## config.mk

```make
export PLATFORM = sky130hd
export DESIGN_NAME = hw_mutex_core
export DESIGN_NICKNAME = d
export VERILOG_FILES = /design/src/hdl/hw_mutex_pkg.sv /design/src/hdl/hw_mutex_core.sv /design/src/hdl/mutex_write_gate.sv
export SDC_FILE = /design/constraint.sdc
export NUM_CORES = 1
export LEC_CHECK = 0
export ABC_AREA = 1
export BUFFER_PORTS_ARGS = -buffer_cell sky130_fd_sc_hd__buf_2
export CAP_MARGIN = 20
export CORE_UTILIZATION = 53
export CTS_BUF_LIST = sky130_fd_sc_hd__clkbuf_16
export CTS_CLUSTER_DIAMETER = 120
export DETAILED_ROUTE_END_ITERATION = 10
export GPL_TIMING_DRIVEN = 0
export HOLD_SLACK_MARGIN = 0.12
export PLACE_DENSITY = 0.82
export SYNTH_ARGS = -nofsm -noshare
export SYNTH_HDL_FRONTEND = slang
export SYNTH_SLANG_ARGS = --single-unit
```

## constraint.sdc

```tcl
create_clock -name mclk -period 1.5 [get_ports mclk]
set_input_delay 0.3 -clock mclk [delete_from_list [all_inputs] [get_ports mclk]]
set_output_delay 0.3 -clock mclk [all_outputs]
set_load 0.01 [all_outputs]
```

## src/hdl/hw_mutex_pkg.sv

```systemverilog
// Constants and carrier types shared by the hardware mutex block
//
// Behaviour
// - Two 32-bit registers; owner high, value low
// - Lock free when value field is zero
// - Lock word readable anytime without side effects
// - Write lands only if free or same owner
// - Boot flag set by reset, write one clears
// - Reset loads value field from build parameter
// - Reset loads owner; with a non-zero value field that owner releases first
package hw_mutex_pkg;

   // ---------------------------------------------------------------
   // Register map (word indices on the slave port)
   // ---------------------------------------------------------------
   localparam int ADDR_W = 1;
   localparam logic [ADDR_W-1:0] LOCK_WORD_IDX = 1'h0;
   localparam logic [ADDR_W-1:0] BOOT_FLAG_IDX = 1'h1;

   // ---------------------------------------------------------------
   // Field layout and reset values
   // ---------------------------------------------------------------
   localparam int DATA_W = 32;
   localparam int FIELD_W = 16;
   localparam int OWNER_LSB = 16;
   localparam int VALUE_LSB = 0;
   localparam int BOOT_FLAG_BIT = 0;
   localparam logic [FIELD_W-1:0] VALUE_FREE = 16'h0000;
   localparam logic BOOT_FLAG_RESET = 1'h1;
   localparam logic [DATA_W-1:0] READ_ZERO = 32'h0000_0000;

   // ---------------------------------------------------------------
   // Carrier types
   // ---------------------------------------------------------------
   typedef struct packed {
      logic [FIELD_W-1:0] owner;
      logic [FIELD_W-1:0] value;
   } lock_word_t;

   typedef struct packed {
      logic sel;
      logic rd;
      logic wr;
      logic [ADDR_W-1:0] addr;
      logic [DATA_W-1:0] wdata;
   } bus_req_t;

endpackage : hw_mutex_pkg

```

## src/hdl/hw_mutex_core.sv

```systemverilog
// Hardware mutex: lock word with owner guard and sticky boot flag
`timescale 1ns/100ps
module hw_mutex_core #(
   parameter int INIT_VALUE = 0,
   parameter int INIT_OWNER = 0
) (
   input wire logic mclk,
   input wire logic rst_n,
   input hw_mutex_pkg::bus_req_t busReq,
   output logic [hw_mutex_pkg::DATA_W-1:0] rdData,
   output logic lockHeld
);

   // ---------------------------------------------------------------
   // Bus timing
   // ---------------------------------------------------------------
   // A request is taken at the rising edge where sel and rd or wr are
   // high; there are no wait states and no acknowledge. Read data shows
   // from the edge that takes the read and stands until the next read.
   // A write lands at its taking edge, so a read one edge later sees it.
   // Read and write in one cycle return the word as it was before the write.

   // ---------------------------------------------------------------
   // Build-time checks
   // ---------------------------------------------------------------
   // Both fields are 16 bits wide; larger values cannot be stored
   if (INIT_VALUE < 0 || INIT_VALUE > 2**hw_mutex_pkg::FIELD_W - 1) begin : g_bad_value
      $error("INIT_VALUE does not fit the value field");
   end
   if (INIT_OWNER < 0 || INIT_OWNER > 2**hw_mutex_pkg::FIELD_W - 1) begin : g_bad_owner
      $error("INIT_OWNER does not fit the owner field");
   end

   localparam logic [hw_mutex_pkg::FIELD_W-1:0] INIT_VALUE_F = INIT_VALUE[hw_mutex_pkg::FIELD_W-1:0];
   localparam logic [hw_mutex_pkg::FIELD_W-1:0] INIT_OWNER_F = INIT_OWNER[hw_mutex_pkg::FIELD_W-1:0];

   // ---------------------------------------------------------------
   // State and decode
   // ---------------------------------------------------------------
   hw_mutex_pkg::lock_word_t lockReg;
   hw_mutex_pkg::lock_word_t wrWord;
   logic bootFlagReg;
   logic writeAllow;
   logic lockFree;
   logic wrLock;
   logic wrBoot;
   logic rdStrobe;

   // Written data viewed as owner/value halves
   assign wrWord = hw_mutex_pkg::lock_word_t'(busReq.wdata);

   // Address decode; both word indices are mapped.
   // With sel low, rd and wr count for nothing.
   assign wrLock = busReq.sel && busReq.wr && (busReq.addr == hw_mutex_pkg::LOCK_WORD_IDX);
   assign wrBoot = busReq.sel && busReq.wr && (busReq.addr == hw_mutex_pkg::BOOT_FLAG_IDX);
   assign rdStrobe = busReq.sel && busReq.rd;

   // Owner guard kept in its own small module
   mutex_write_gate u_gate (
      .stored(lockReg),
      .written(wrWord),
      .allow(writeAllow),
      .isFree(lockFree)
   );

   // ---------------------------------------------------------------
   // Lock word
   // ---------------------------------------------------------------
   // Single-cycle compare and update makes the test-and-set atomic:
   // the bus serialises masters, so no two writes see the same state
   always_ff @(posedge mclk) begin
      if (!rst_n) begin
         lockReg.value <= INIT_VALUE_F;
         lockReg.owner <= INIT_OWNER_F;
      end else if (wrLock && writeAllow) begin
         lockReg <= wrWord;
      end
   end

   // ---------------------------------------------------------------
   // Boot flag
   // ---------------------------------------------------------------
   // Only reset sets it, so no set/clear collision can arise.
   // Bits 31..1 of a boot write are ignored.
   always_ff @(posedge mclk) begin
      if (!rst_n) begin
         bootFlagReg <= hw_mutex_pkg::BOOT_FLAG_RESET;
      end else if (wrBoot && busReq.wdata[hw_mutex_pkg::BOOT_FLAG_BIT]) begin
         bootFlagReg <= 1'b0;
      end
   end

   // ---------------------------------------------------------------
   // Read data
   // ---------------------------------------------------------------
   // Registered so the answer comes from a flip-flop; held between reads.
   // Reads touch no state, so polling by waiting masters is harmless.
   always_ff @(posedge mclk) begin
      if (!rst_n) begin
         rdData <= hw_mutex_pkg::READ_ZERO;
      end else if (rdStrobe) begin
         if (busReq.addr == hw_mutex_pkg::LOCK_WORD_IDX) begin
            rdData <= lockReg;
         end else begin
            rdData <= hw_mutex_pkg::READ_ZERO;
            rdData[hw_mutex_pkg::BOOT_FLAG_BIT] <= bootFlagReg;
         end
      end
   end

   // Held status for local observers
   assign lockHeld = !lockFree;
endmodule : hw_mutex_core

```

## src/hdl/mutex_write_gate.sv

```systemverilog
// Permission check deciding whether a lock word write may land
`timescale 1ns/100ps
module mutex_write_gate (
   input hw_mutex_pkg::lock_word_t stored,
   input hw_mutex_pkg::lock_word_t written,
   output logic allow,
   output logic isFree
);

   // Free when the value field is all zero
   assign isFree = (stored.value == hw_mutex_pkg::VALUE_FREE);

   // Free lock or matching owner; owner match also lets the holder release
   assign allow = isFree || (written.owner == stored.owner);

endmodule : mutex_write_gate

```

=== Word level (Yosys, flattened, before mapping) ===
Cells that the tools add are included.

* Output and inout bits: 33
* Register bits after elaboration: 65
* Word-level logic and storage cells: 16

* Reduce and logical (&&, ||, !) cells: 9
* Equal/unequal tests: 1
* Multiplexer cells: 1
* Bitwise operators: 1

{| class="wikitable"
|+ Operator list
! kind !! number
|-
| $mux 32 || 1
|-
| $eq 16x16->1 || 1
|-
| $logic_not 16->1 || 1
|-
| $logic_and 1x1->1 || 6
|-
| $logic_not 1->1 || 1
|-
| $logic_or 1x1->1 || 1
|-
| $not 1->1 || 1
|}

=== Longest topological paths before layout ===
Gate-level depths: netlist (run 1).

* Depth in word-level cells: 3
* Gate-level depth with buffers: 12
* Gate-level depth less buffers: 11

=== Modules after synthesis ===
From an unflattened synthesis (run 1), not the netlist that was laid out.

* Cells, all modules: 470
* Area total of the unflattened synthesis: 3012.9 sq um

{| class="wikitable"
|+ By module, submodules not included
! module !! seq. area each (sq um) !! cells each !! instances !! area each (sq um)
|-
| hw_mutex_core || 1301.2 || 364 || 1 || 2610.0
|-
| mutex_write_gate || 0.0 || 106 || 1 || 402.9
|}

=== Worst setup path after synthesis (run 1) ===
OpenSTA, ideal clock, no wires.

* Path type: reg-to-reg
* Start: reg lockReg[11] (netlist name)
* End: reg lockReg[0] (netlist name)
* Required time: 1385 ps
* Cell stages (with the launch flop): 8
* Setup time: 115 ps
* Arrival: 1276 ps
* Path slack: 109 ps
* Path through: dfxtp_1 -> nor4_1 -> nand3b_1 -> nand2_4 -> buf_4 -> nand3_1 -> nand2_1 -> nor2_1

* Word-level cells in the longest chain between the ends: 3

{| class="wikitable"
|+ RTL lines
! element !! RTL line !! text
|-
| from (decl) || hw_mutex_core.sv:40 || <nowiki>hw_mutex_pkg::lock_word_t lockReg;</nowiki>
|-
| from (signal assigned) || hw_mutex_core.sv:76 || <nowiki>lockReg <= wrWord;</nowiki>
|-
| $logic_not 16->1 || mutex_write_gate.sv:11 || <nowiki>assign isFree = (stored.value == hw_mutex_pkg::VALUE_FREE);</nowiki>
|-
| $logic_or 1x1->1 || mutex_write_gate.sv:14 || <nowiki>assign allow = isFree || (written.owner == stored.owner);</nowiki>
|-
| $logic_and 1x1->1 || hw_mutex_core.sv:75 || <nowiki>end else if (wrLock && writeAllow) begin</nowiki>
|}

No other way between the ends.
A chain may end at the register's enable or synchronous reset.

=== Final worst setup path (run 1) ===
* Start: reg lockReg[16] (netlist name)
* End: reg lockReg[29] (netlist name)

* Word-level cells in the longest chain between the ends: 3

{| class="wikitable"
|+ RTL lines
! element !! RTL line
|-
| $eq 16x16->1 || mutex_write_gate.sv:14
|-
| $logic_or 1x1->1 || mutex_write_gate.sv:14
|-
| $logic_and 1x1->1 || hw_mutex_core.sv:75
|}

No other way between the ends.

==> implementation parameters, run 1 <==
Parameter                              Value

Run status
  Result of the run    complete, but fails checks
  Violated checks    setup timing

Power and ir drop
  Overall power    about 6.6 mW
  Leakage    ~1.8 nW
  Power density over cell area    approximately 1600 mW/mm2
  Largest vdd supply drop    approximately 1.1 mV

Setup path
  CP Launch Type    flip-flop
  Worst-path maximum fanout    10
  Critical path buffer and inverter count    2
  Reg2Reg Setup Slack    -0.17 ns
  Cell class contributing the biggest share of worst-path delay    simple AND/OR/NAND/NOR gates
  CP Data Required Time    between 1.5 and 2 ns
  Kind of capture point of the worst setup path    flip-flop
  Biggest cell delay along the critical path    0.36 ns
  Category of the critical setup timing path    reg -> reg
  Most common cell type on the critical path    nand2_1
  Cell with the largest stage delay on the worst path    dfxtp_2
  CP arrival    between 1.5 and 2 ns
  Depth of the worst register-to-register path    11
  Worst-path cell chain    inv_1 -> nand2_1 -> nand2_1 -> nor2_1 -> nand2_1 -> nor2_2 -> nand2_2 -> nand2_8 -> buf_6 -> a21oi_1 -> nor2_1
  R2r endpoint    lockReg[29]$_SDFFE_PN0P_
  RR Startpoint    lockReg[16]$_SDFFE_PN0P_

Timing
  Worst clock skew    ~0.0046 ns
  Peak clock frequency supported by timing    approximately 0.6 GHz
  Worst max-slew margin expressed relative to the limit    0.560
  Final sum of negative setup slack    -3.71 ns
  Pins over their slew limit    0
  Period Utilization, post-route    1.11
  Worst path setup slack after routing    -0.169 ns
  Worst Max-Slew Pin Slew    roughly 0.66 ns
  Total count of hold-check failures in the final report    0
  Period minus WS final    1.67 ns
  Worst Hold Slack    0.281 ns
  Unrepaired setup endpoints after global routing    true
  Final-report setup violation count    33

Global route
  Number of global-route vias before repair    slightly below 3000
  Wire length of the first global-routing pass    around 13000 um
  Largest net degree at the start of global routing    12
  Total global-route track usage    0.279
  Antenna violations before repair    0
  Global-route congestion overflow total    0

Floorplanning
  Io pins    71
  Starting utilization of the core area    0.567
  Number of placement rows    26
  Die Wd    between 70 and 80 um
  Full die area    between 0.005 and 0.006 mm2
  Die boundary height    around 77 um
  Total core area    between 0.005 and 0.006 mm2

Clock network
  Total clock buffers created by CTS    9
  # H-tree levels    3
  Clock latency on the worst-skew pair    0.33 ns
  Clock sink count    65
  Clock buffer depth    2
  Clock Tree Root    clkbuf_16
  Clock tree from TritonCTS    done
  Clock Pin Slew Worst Setup and Hold Paths    ~0.05 ns

Layout
  Cell area after layout    roughly 0.0040 mm2
  Nets    around 580
  Number of diodes    0
  Non-filler instance count after layout    614
  Area Overhead vs Synth    34.4%
  Proportion of layout cells with a drive suffix above 1    0.276

Drt
  Routed via count divided by cell count    approximately 5.4
  Count of antenna-violating nets left after detailed routing    0
  First DRT Iteration DRCs    240
  # DRC    0
  DR vias    approximately 3300
  Routed wire per std cell    about 14 um
  Initial DRT Pass Iterations    5
  Total wire length after detailed routing    ~9000 um

Logic synthesis
  Post-Synthesis Mean Instance Area    ~6.6 um2
  Leading post-synthesis cells by cell area    dfxtp_1, nand2_1, nand3_1
  Ys Warns    0
  Area fraction of the dominant cell type after synthesis    0.438
  Gate count of the mapped netlist    448
  Register bit total from synthesis    65
  Sequential fraction of the synthesis area    0.438
  Yosys top cell by area    dfxtp_1
  Netlist area before placement    approximately 0.0030 mm2
  Post-synth net total    a little under 500
  Post-synth cell types    18

Hold path
  Worst hold path startpoint    busReq[4]
  Worst hold path depth    5
  Worst hold path type    in -> reg
  End of the worst hold path    lockReg[4]$_SDFFE_PN0P_

Place
  HPWL after DPL    5210 um
  Total instance count after detailed placement    roughly 590
  Area after DPL    approximately 0.0034 mm2
  Routability congestion estimate from global placement    between 0.8 and 0.9
  Number of buffer cells added on primary ports    between 60 and 70

Flow run
  Max-cap check violation count    0
[report_power, final]
group          internal, mW  total, mW  switching [mW]  leakage (nW)
sequential             1.89       2.04           0.153         0.536
clock                  1.27       2.00           0.739         0.137
combinational          1.18       2.54            1.36          1.17
[cell type report]
cell class	instances	area (um2)
clock buffers	9	225
inverters	54	203
flip-flops and latches	65	1330
multi-input cells	302	1450
well taps	70	87.6
fillers	395	1240
clock inverters	6	60.1
repair buffers	80	470
plain buffers	28	160
[cell usage in the layout (no fill, tap or decap), types with 3 or more instances in the layout]
cell and n:
nand2_1 117, buf_2 70, nand3_1 52, clkbuf_16 11, dfxtp_1 44, nor2_1 42
a21oi_1 62, nand3_2 12, clkbuf_1 11, buf_1 9, clkinv_2 3, dfxtp_2 19
nand2_2 3, inv_1 53, buf_4 7, nor2_2 4, buf_6 6
[metrics by stage]
| stage | util | setup WS (ns) |
|---|---|---|
| floorplan | - | 0.109 |
| detailed placement | 0.650 | -0.249 |
| global placement | 0.650 | -0.225 |
| CTS | 0.727 | -0.0584 |
| finish | 0.762 | -0.169 |
| global route | 0.762 | -0.260 |
[worst reg2reg max path, cell delays in order (launching register included)]
cell     delay, ns
dfxtp_2       0.36
inv_1         0.05
nand2_1       0.06
nand2_1       0.05
nor2_1        0.12
nand2_1       0.12
nor2_2        0.14
nand2_2       0.14
nand2_8       0.13
buf_6         0.15
a21oi_1       0.10
nor2_1        0.17
[registers in the layout, summed over array words and instances (netlist names)]
name / flops
bootFlagReg: 1
rdData: 32
lockReg: 32
[cells by family (layout without fill, tap and decap cells)]
logic type,count (synthesis),after routing,synth area share
AOI/OAI and AO/OA,65,65,0.112
buffers and inverters,82,177,0.117
DFF,65,65,0.438
and+or+nand+nor,236,237,0.334
[synth_stat cells]
cell type	count
o41ai_1	1
buf_4	2
a21oi_1	63
buf_1	9
nand2_4	1
nand2_1	120
buf_6	4
nor3_2	1
nand3_1	64
nand4_1	1
buf_2	1
clkbuf_1	12
nor2_1	46
inv_1	54
dfxtp_1	65
nor4_1	2
o211ai_1	1
nand3b_1	1
[per-layer routing]
layer | vias up | part of all wire | track usage
met5 | - | 0 | 0
met4 | 0 | 0.030 | 0.129
met3 | 27 | 0.070 | 0.0536
met2 | 165 | 0.50 | 0.477
met1 | 1515 | 0.40 | 0.336
li1 | 1610 | - | -
[worst max-delay path by stage]
stage	depth (start not counted)	slack [ns]	startpoint	end
floorplan	7	0.11	lockReg[11]$_SDFFE_PN0P_	lockReg[0]$_SDFFE_PN0P_
global placement	6	-0.22	busReq[32]	lockReg[10]$_SDFFE_PN0P_
detailed placement	6	-0.25	busReq[32]	lockReg[1]$_SDFFE_PN0P_
CTS	3	-0.06	lockReg[14]$_SDFFE_PN0P_	lockHeld
global route	11	-0.26	lockReg[16]$_SDFFE_PN0P_	lockReg[29]$_SDFFE_PN0P_
finish	11	-0.17	lockReg[16]$_SDFFE_PN0P_	lockReg[29]$_SDFFE_PN0P_
[repair_timing]
| item | 4_1_cts | 5_1_grt |
|---|---|---|
| resized for setup | 27 | 31 |
| setup endpoints to repair | 33 | 33 |
| pin swaps | 4 | 13 |
| buffers inserted | 7 | 1 |
| cloned | 1 | 3 |
| hold buffers | 0 | 0 |
No activity file was read; power rests on OpenSTA's default activity.
==> run 2: changes to the inputs <==
--- a/config.mk
+++ b/config.mk
@@ -14,7 +14,7 @@
 export DETAILED_ROUTE_END_ITERATION = 10
 export GPL_TIMING_DRIVEN = 0
 export HOLD_SLACK_MARGIN = 0.12
-export PLACE_DENSITY = 0.82
+export PLACE_DENSITY = 0.76
 export SYNTH_ARGS = -nofsm -noshare
 export SYNTH_HDL_FRONTEND = slang
 export SYNTH_SLANG_ARGS = --single-unit
==> implementation parameters, run 2 (same netlist as run 1, synthesis figures left out) <==
Parameter                              Value

Drt
  Initial DRT Pass Iterations    4 (-1)
  DR vias    3194 (-3.7%)
  Routed via count divided by cell count    5.17 (-4.3%)
  Routed wire per std cell    13.5 um (-6.3%)
  Total wire length after detailed routing    8370 um (-5.7%)
  First DRT Iteration DRCs    208 (-13%)
  # DRC    0 (unchanged)
  Count of antenna-violating nets left after detailed routing    0 (unchanged)

Timing
  Unrepaired setup endpoints after global routing    true
  Worst path setup slack after routing    -0.0951 ns (+0.0743 ns)
  Peak clock frequency supported by timing    0.627 GHz (+4.7%)
  Worst max-slew margin expressed relative to the limit    0.542 (-0.0178)
  Pins over their slew limit    0 (unchanged)
  Worst clock skew    0.00451 ns (-0.0000701 ns)
  Total count of hold-check failures in the final report    0 (unchanged)
  Final sum of negative setup slack    -1.50 ns (+2.21 ns)
  Worst Max-Slew Pin Slew    0.683 ns (+0.0266 ns)
  Period minus WS final    1.60 ns (-0.0743 ns)
  Period Utilization, post-route    1.06 (-0.0495)
  Final-report setup violation count    33 (unchanged)
  Worst Hold Slack    0.284 ns (+0.00300 ns)

Place
  Routability congestion estimate from global placement    0.821 (+1.2%)
  Total instance count after detailed placement    587 (unchanged)
  HPWL after DPL    5170 um (-0.85%)
  Number of buffer cells added on primary ports    69 (unchanged)

Layout
  Non-filler instance count after layout    618 (+0.65%)
  Most frequent standard cell in the layout excluding fill and tap cells    nand2_1
  Number of diodes    0 (unchanged)
  Area Overhead vs Synth    31.9%
  Largest registers ranked by flip-flop count    lockReg x32, rdData x32, bootFlagReg x1
  Number of fill cells in the layout    433 (+9.6%)
  Highest-count cells in the layout ignoring fill and taps    nand2_1, buf_2, a21oi_1
  Nets    581 (+0.52%)
  Proportion of layout cells with a drive suffix above 1    0.257 (-0.0184)

Global route
  Global-route congestion overflow total    0 (unchanged)
  Total global-route track usage    0.276 (-0.00339)
  Largest net degree at the start of global routing    11 (-1)
  Antenna violations before repair    0 (unchanged)
  Wire length of the first global-routing pass    12800 um (-1.4%)
  Number of global-route vias before repair    2818 (-3.2%)

Clock network
  # H-tree levels    3 (unchanged)
  Hold Buf Count CTS    0 (unchanged)
  Clock tree from TritonCTS    done
  Total clock buffers created by CTS    9 (unchanged)
  Clock sink count    65 (unchanged)
  Clock latency on the worst-skew pair    0.33 ns (about the same)
  Clock buffer depth    2 (unchanged)
  Clock Tree Root    clkbuf_16
  Clock Pin Slew Worst Setup and Hold Paths    0.05 ns (about the same)

Setup path
  CP Launch Type    flip-flop
  Worst-path maximum fanout    7 (-3)
  CP Data Required Time    1.71 ns (-0.03 ns)
  CP arrival    1.81 ns (-0.10 ns)
  Category of the critical setup timing path    reg -> reg
  Kind of capture point of the worst setup path    flip-flop

Power and ir drop
  Power density over cell area    1590 mW/mm2 (-3.9%)
  Largest vdd supply drop    1.13 mV (+0.67%)
  Leakage    1.84 nW (about the same)

Floorplanning
  Die Wd    76.9 um (unchanged)
  Full die area    0.00591 mm2 (unchanged)
  Starting utilization of the core area    0.567 (unchanged)
  Io pins    71 (unchanged)
  Number of placement rows    26 (unchanged)
  Die boundary height    76.9 um (unchanged)
  Total core area    0.00524 mm2 (unchanged)

Hold path
  Worst hold path type    in -> reg

Flow run
  Max-cap check violation count    0 (unchanged)

Run status
  Result of the run    complete, but fails checks
  Violated checks    setup timing
run 2: through the flow:
step | utilization | setup WS, ns | instance area, um2 | power (mW)
finish | 0.748 | -0.0951 | 3920 | 6.21
global route | 0.748 | -0.183 | 3920 | 6.45
global placement | 0.650 | -0.241 | 3400 | 3.61
detailed placement | 0.650 | -0.263 | 3400 | 3.65
CTS | 0.719 | -0.0383 | 3760 | 5.78
floorplan | - | 0.109 | 2970 | 3.22
run 2: per-layer routing:
metal | share of wire | GRT usage
met5 | 0 | 0
met2 | 0.47 | 0.439
met3 | 0.051 | 0.0452
met1 | 0.46 | 0.355
met4 | 0.024 | 0.148
run 2: worst paths after layout:
kind | from | end | slack [ns] | cells past startpoint
worst min-delay path | busReq[7] | lockReg[7]$_SDFFE_PN0P_ | 0.28 | 5
worst min register to register | bootFlagReg$_SDFFE_PN1P_ | bootFlagReg$_SDFFE_PN1P_ | 0.45 | 2
worst max-delay path | lockReg[28]$_SDFFE_PN0P_ | lockReg[16]$_SDFFE_PN0P_ | -0.1 | 12
worst max register to register | lockReg[28]$_SDFFE_PN0P_ | lockReg[16]$_SDFFE_PN0P_ | -0.1 | 12
run 2: worst max-delay path, cell delays in order (launching register included):
cell,delay (ns)
dfxtp_2,0.36
inv_1,0.05
nand2_1,0.06
nand2_1,0.05
nor2_1,0.09
nand2_1,0.08
nor2_1,0.12
nand2_1,0.12
nand2_4,0.16
buf_4,0.16
nand3_1,0.06
nand2_1,0.09
nor2_1,0.05
run 2: area by class of cell:
class / instances / area (um2) / area share
well taps: 70 / 87.6 / 0.0224
flip-flops and latches: 65 / 1340 / 0.343
plain buffers: 28 / 151 / 0.0386
clock inverters: 7 / 55.1 / 0.0141
clock buffers: 9 / 225 / 0.0575
repair buffers: 83 / 454 / 0.116
inverters: 54 / 203 / 0.0517
multi-input cells: 302 / 1400 / 0.357
run 2: repair_timing:
| action | CTS | global route |
|---|---|---|
| endpoints found under the hold margin | 0 | 0 |
| gates cloned | 0 | 4 |
| pin swaps | 6 | 12 |
| gates resized for setup | 18 | 32 |
| setup endpoints to repair | 33 | 33 |
| buffers inserted | 5 | 6 |
run 2: power by group:
group | internal, mW | leakage, nW | switching, mW
Clock | 1.25 | 0.150 | 0.739
Sequential | 1.89 | 0.538 | 0.142
Combinational | 0.953 | 1.15 | 1.23
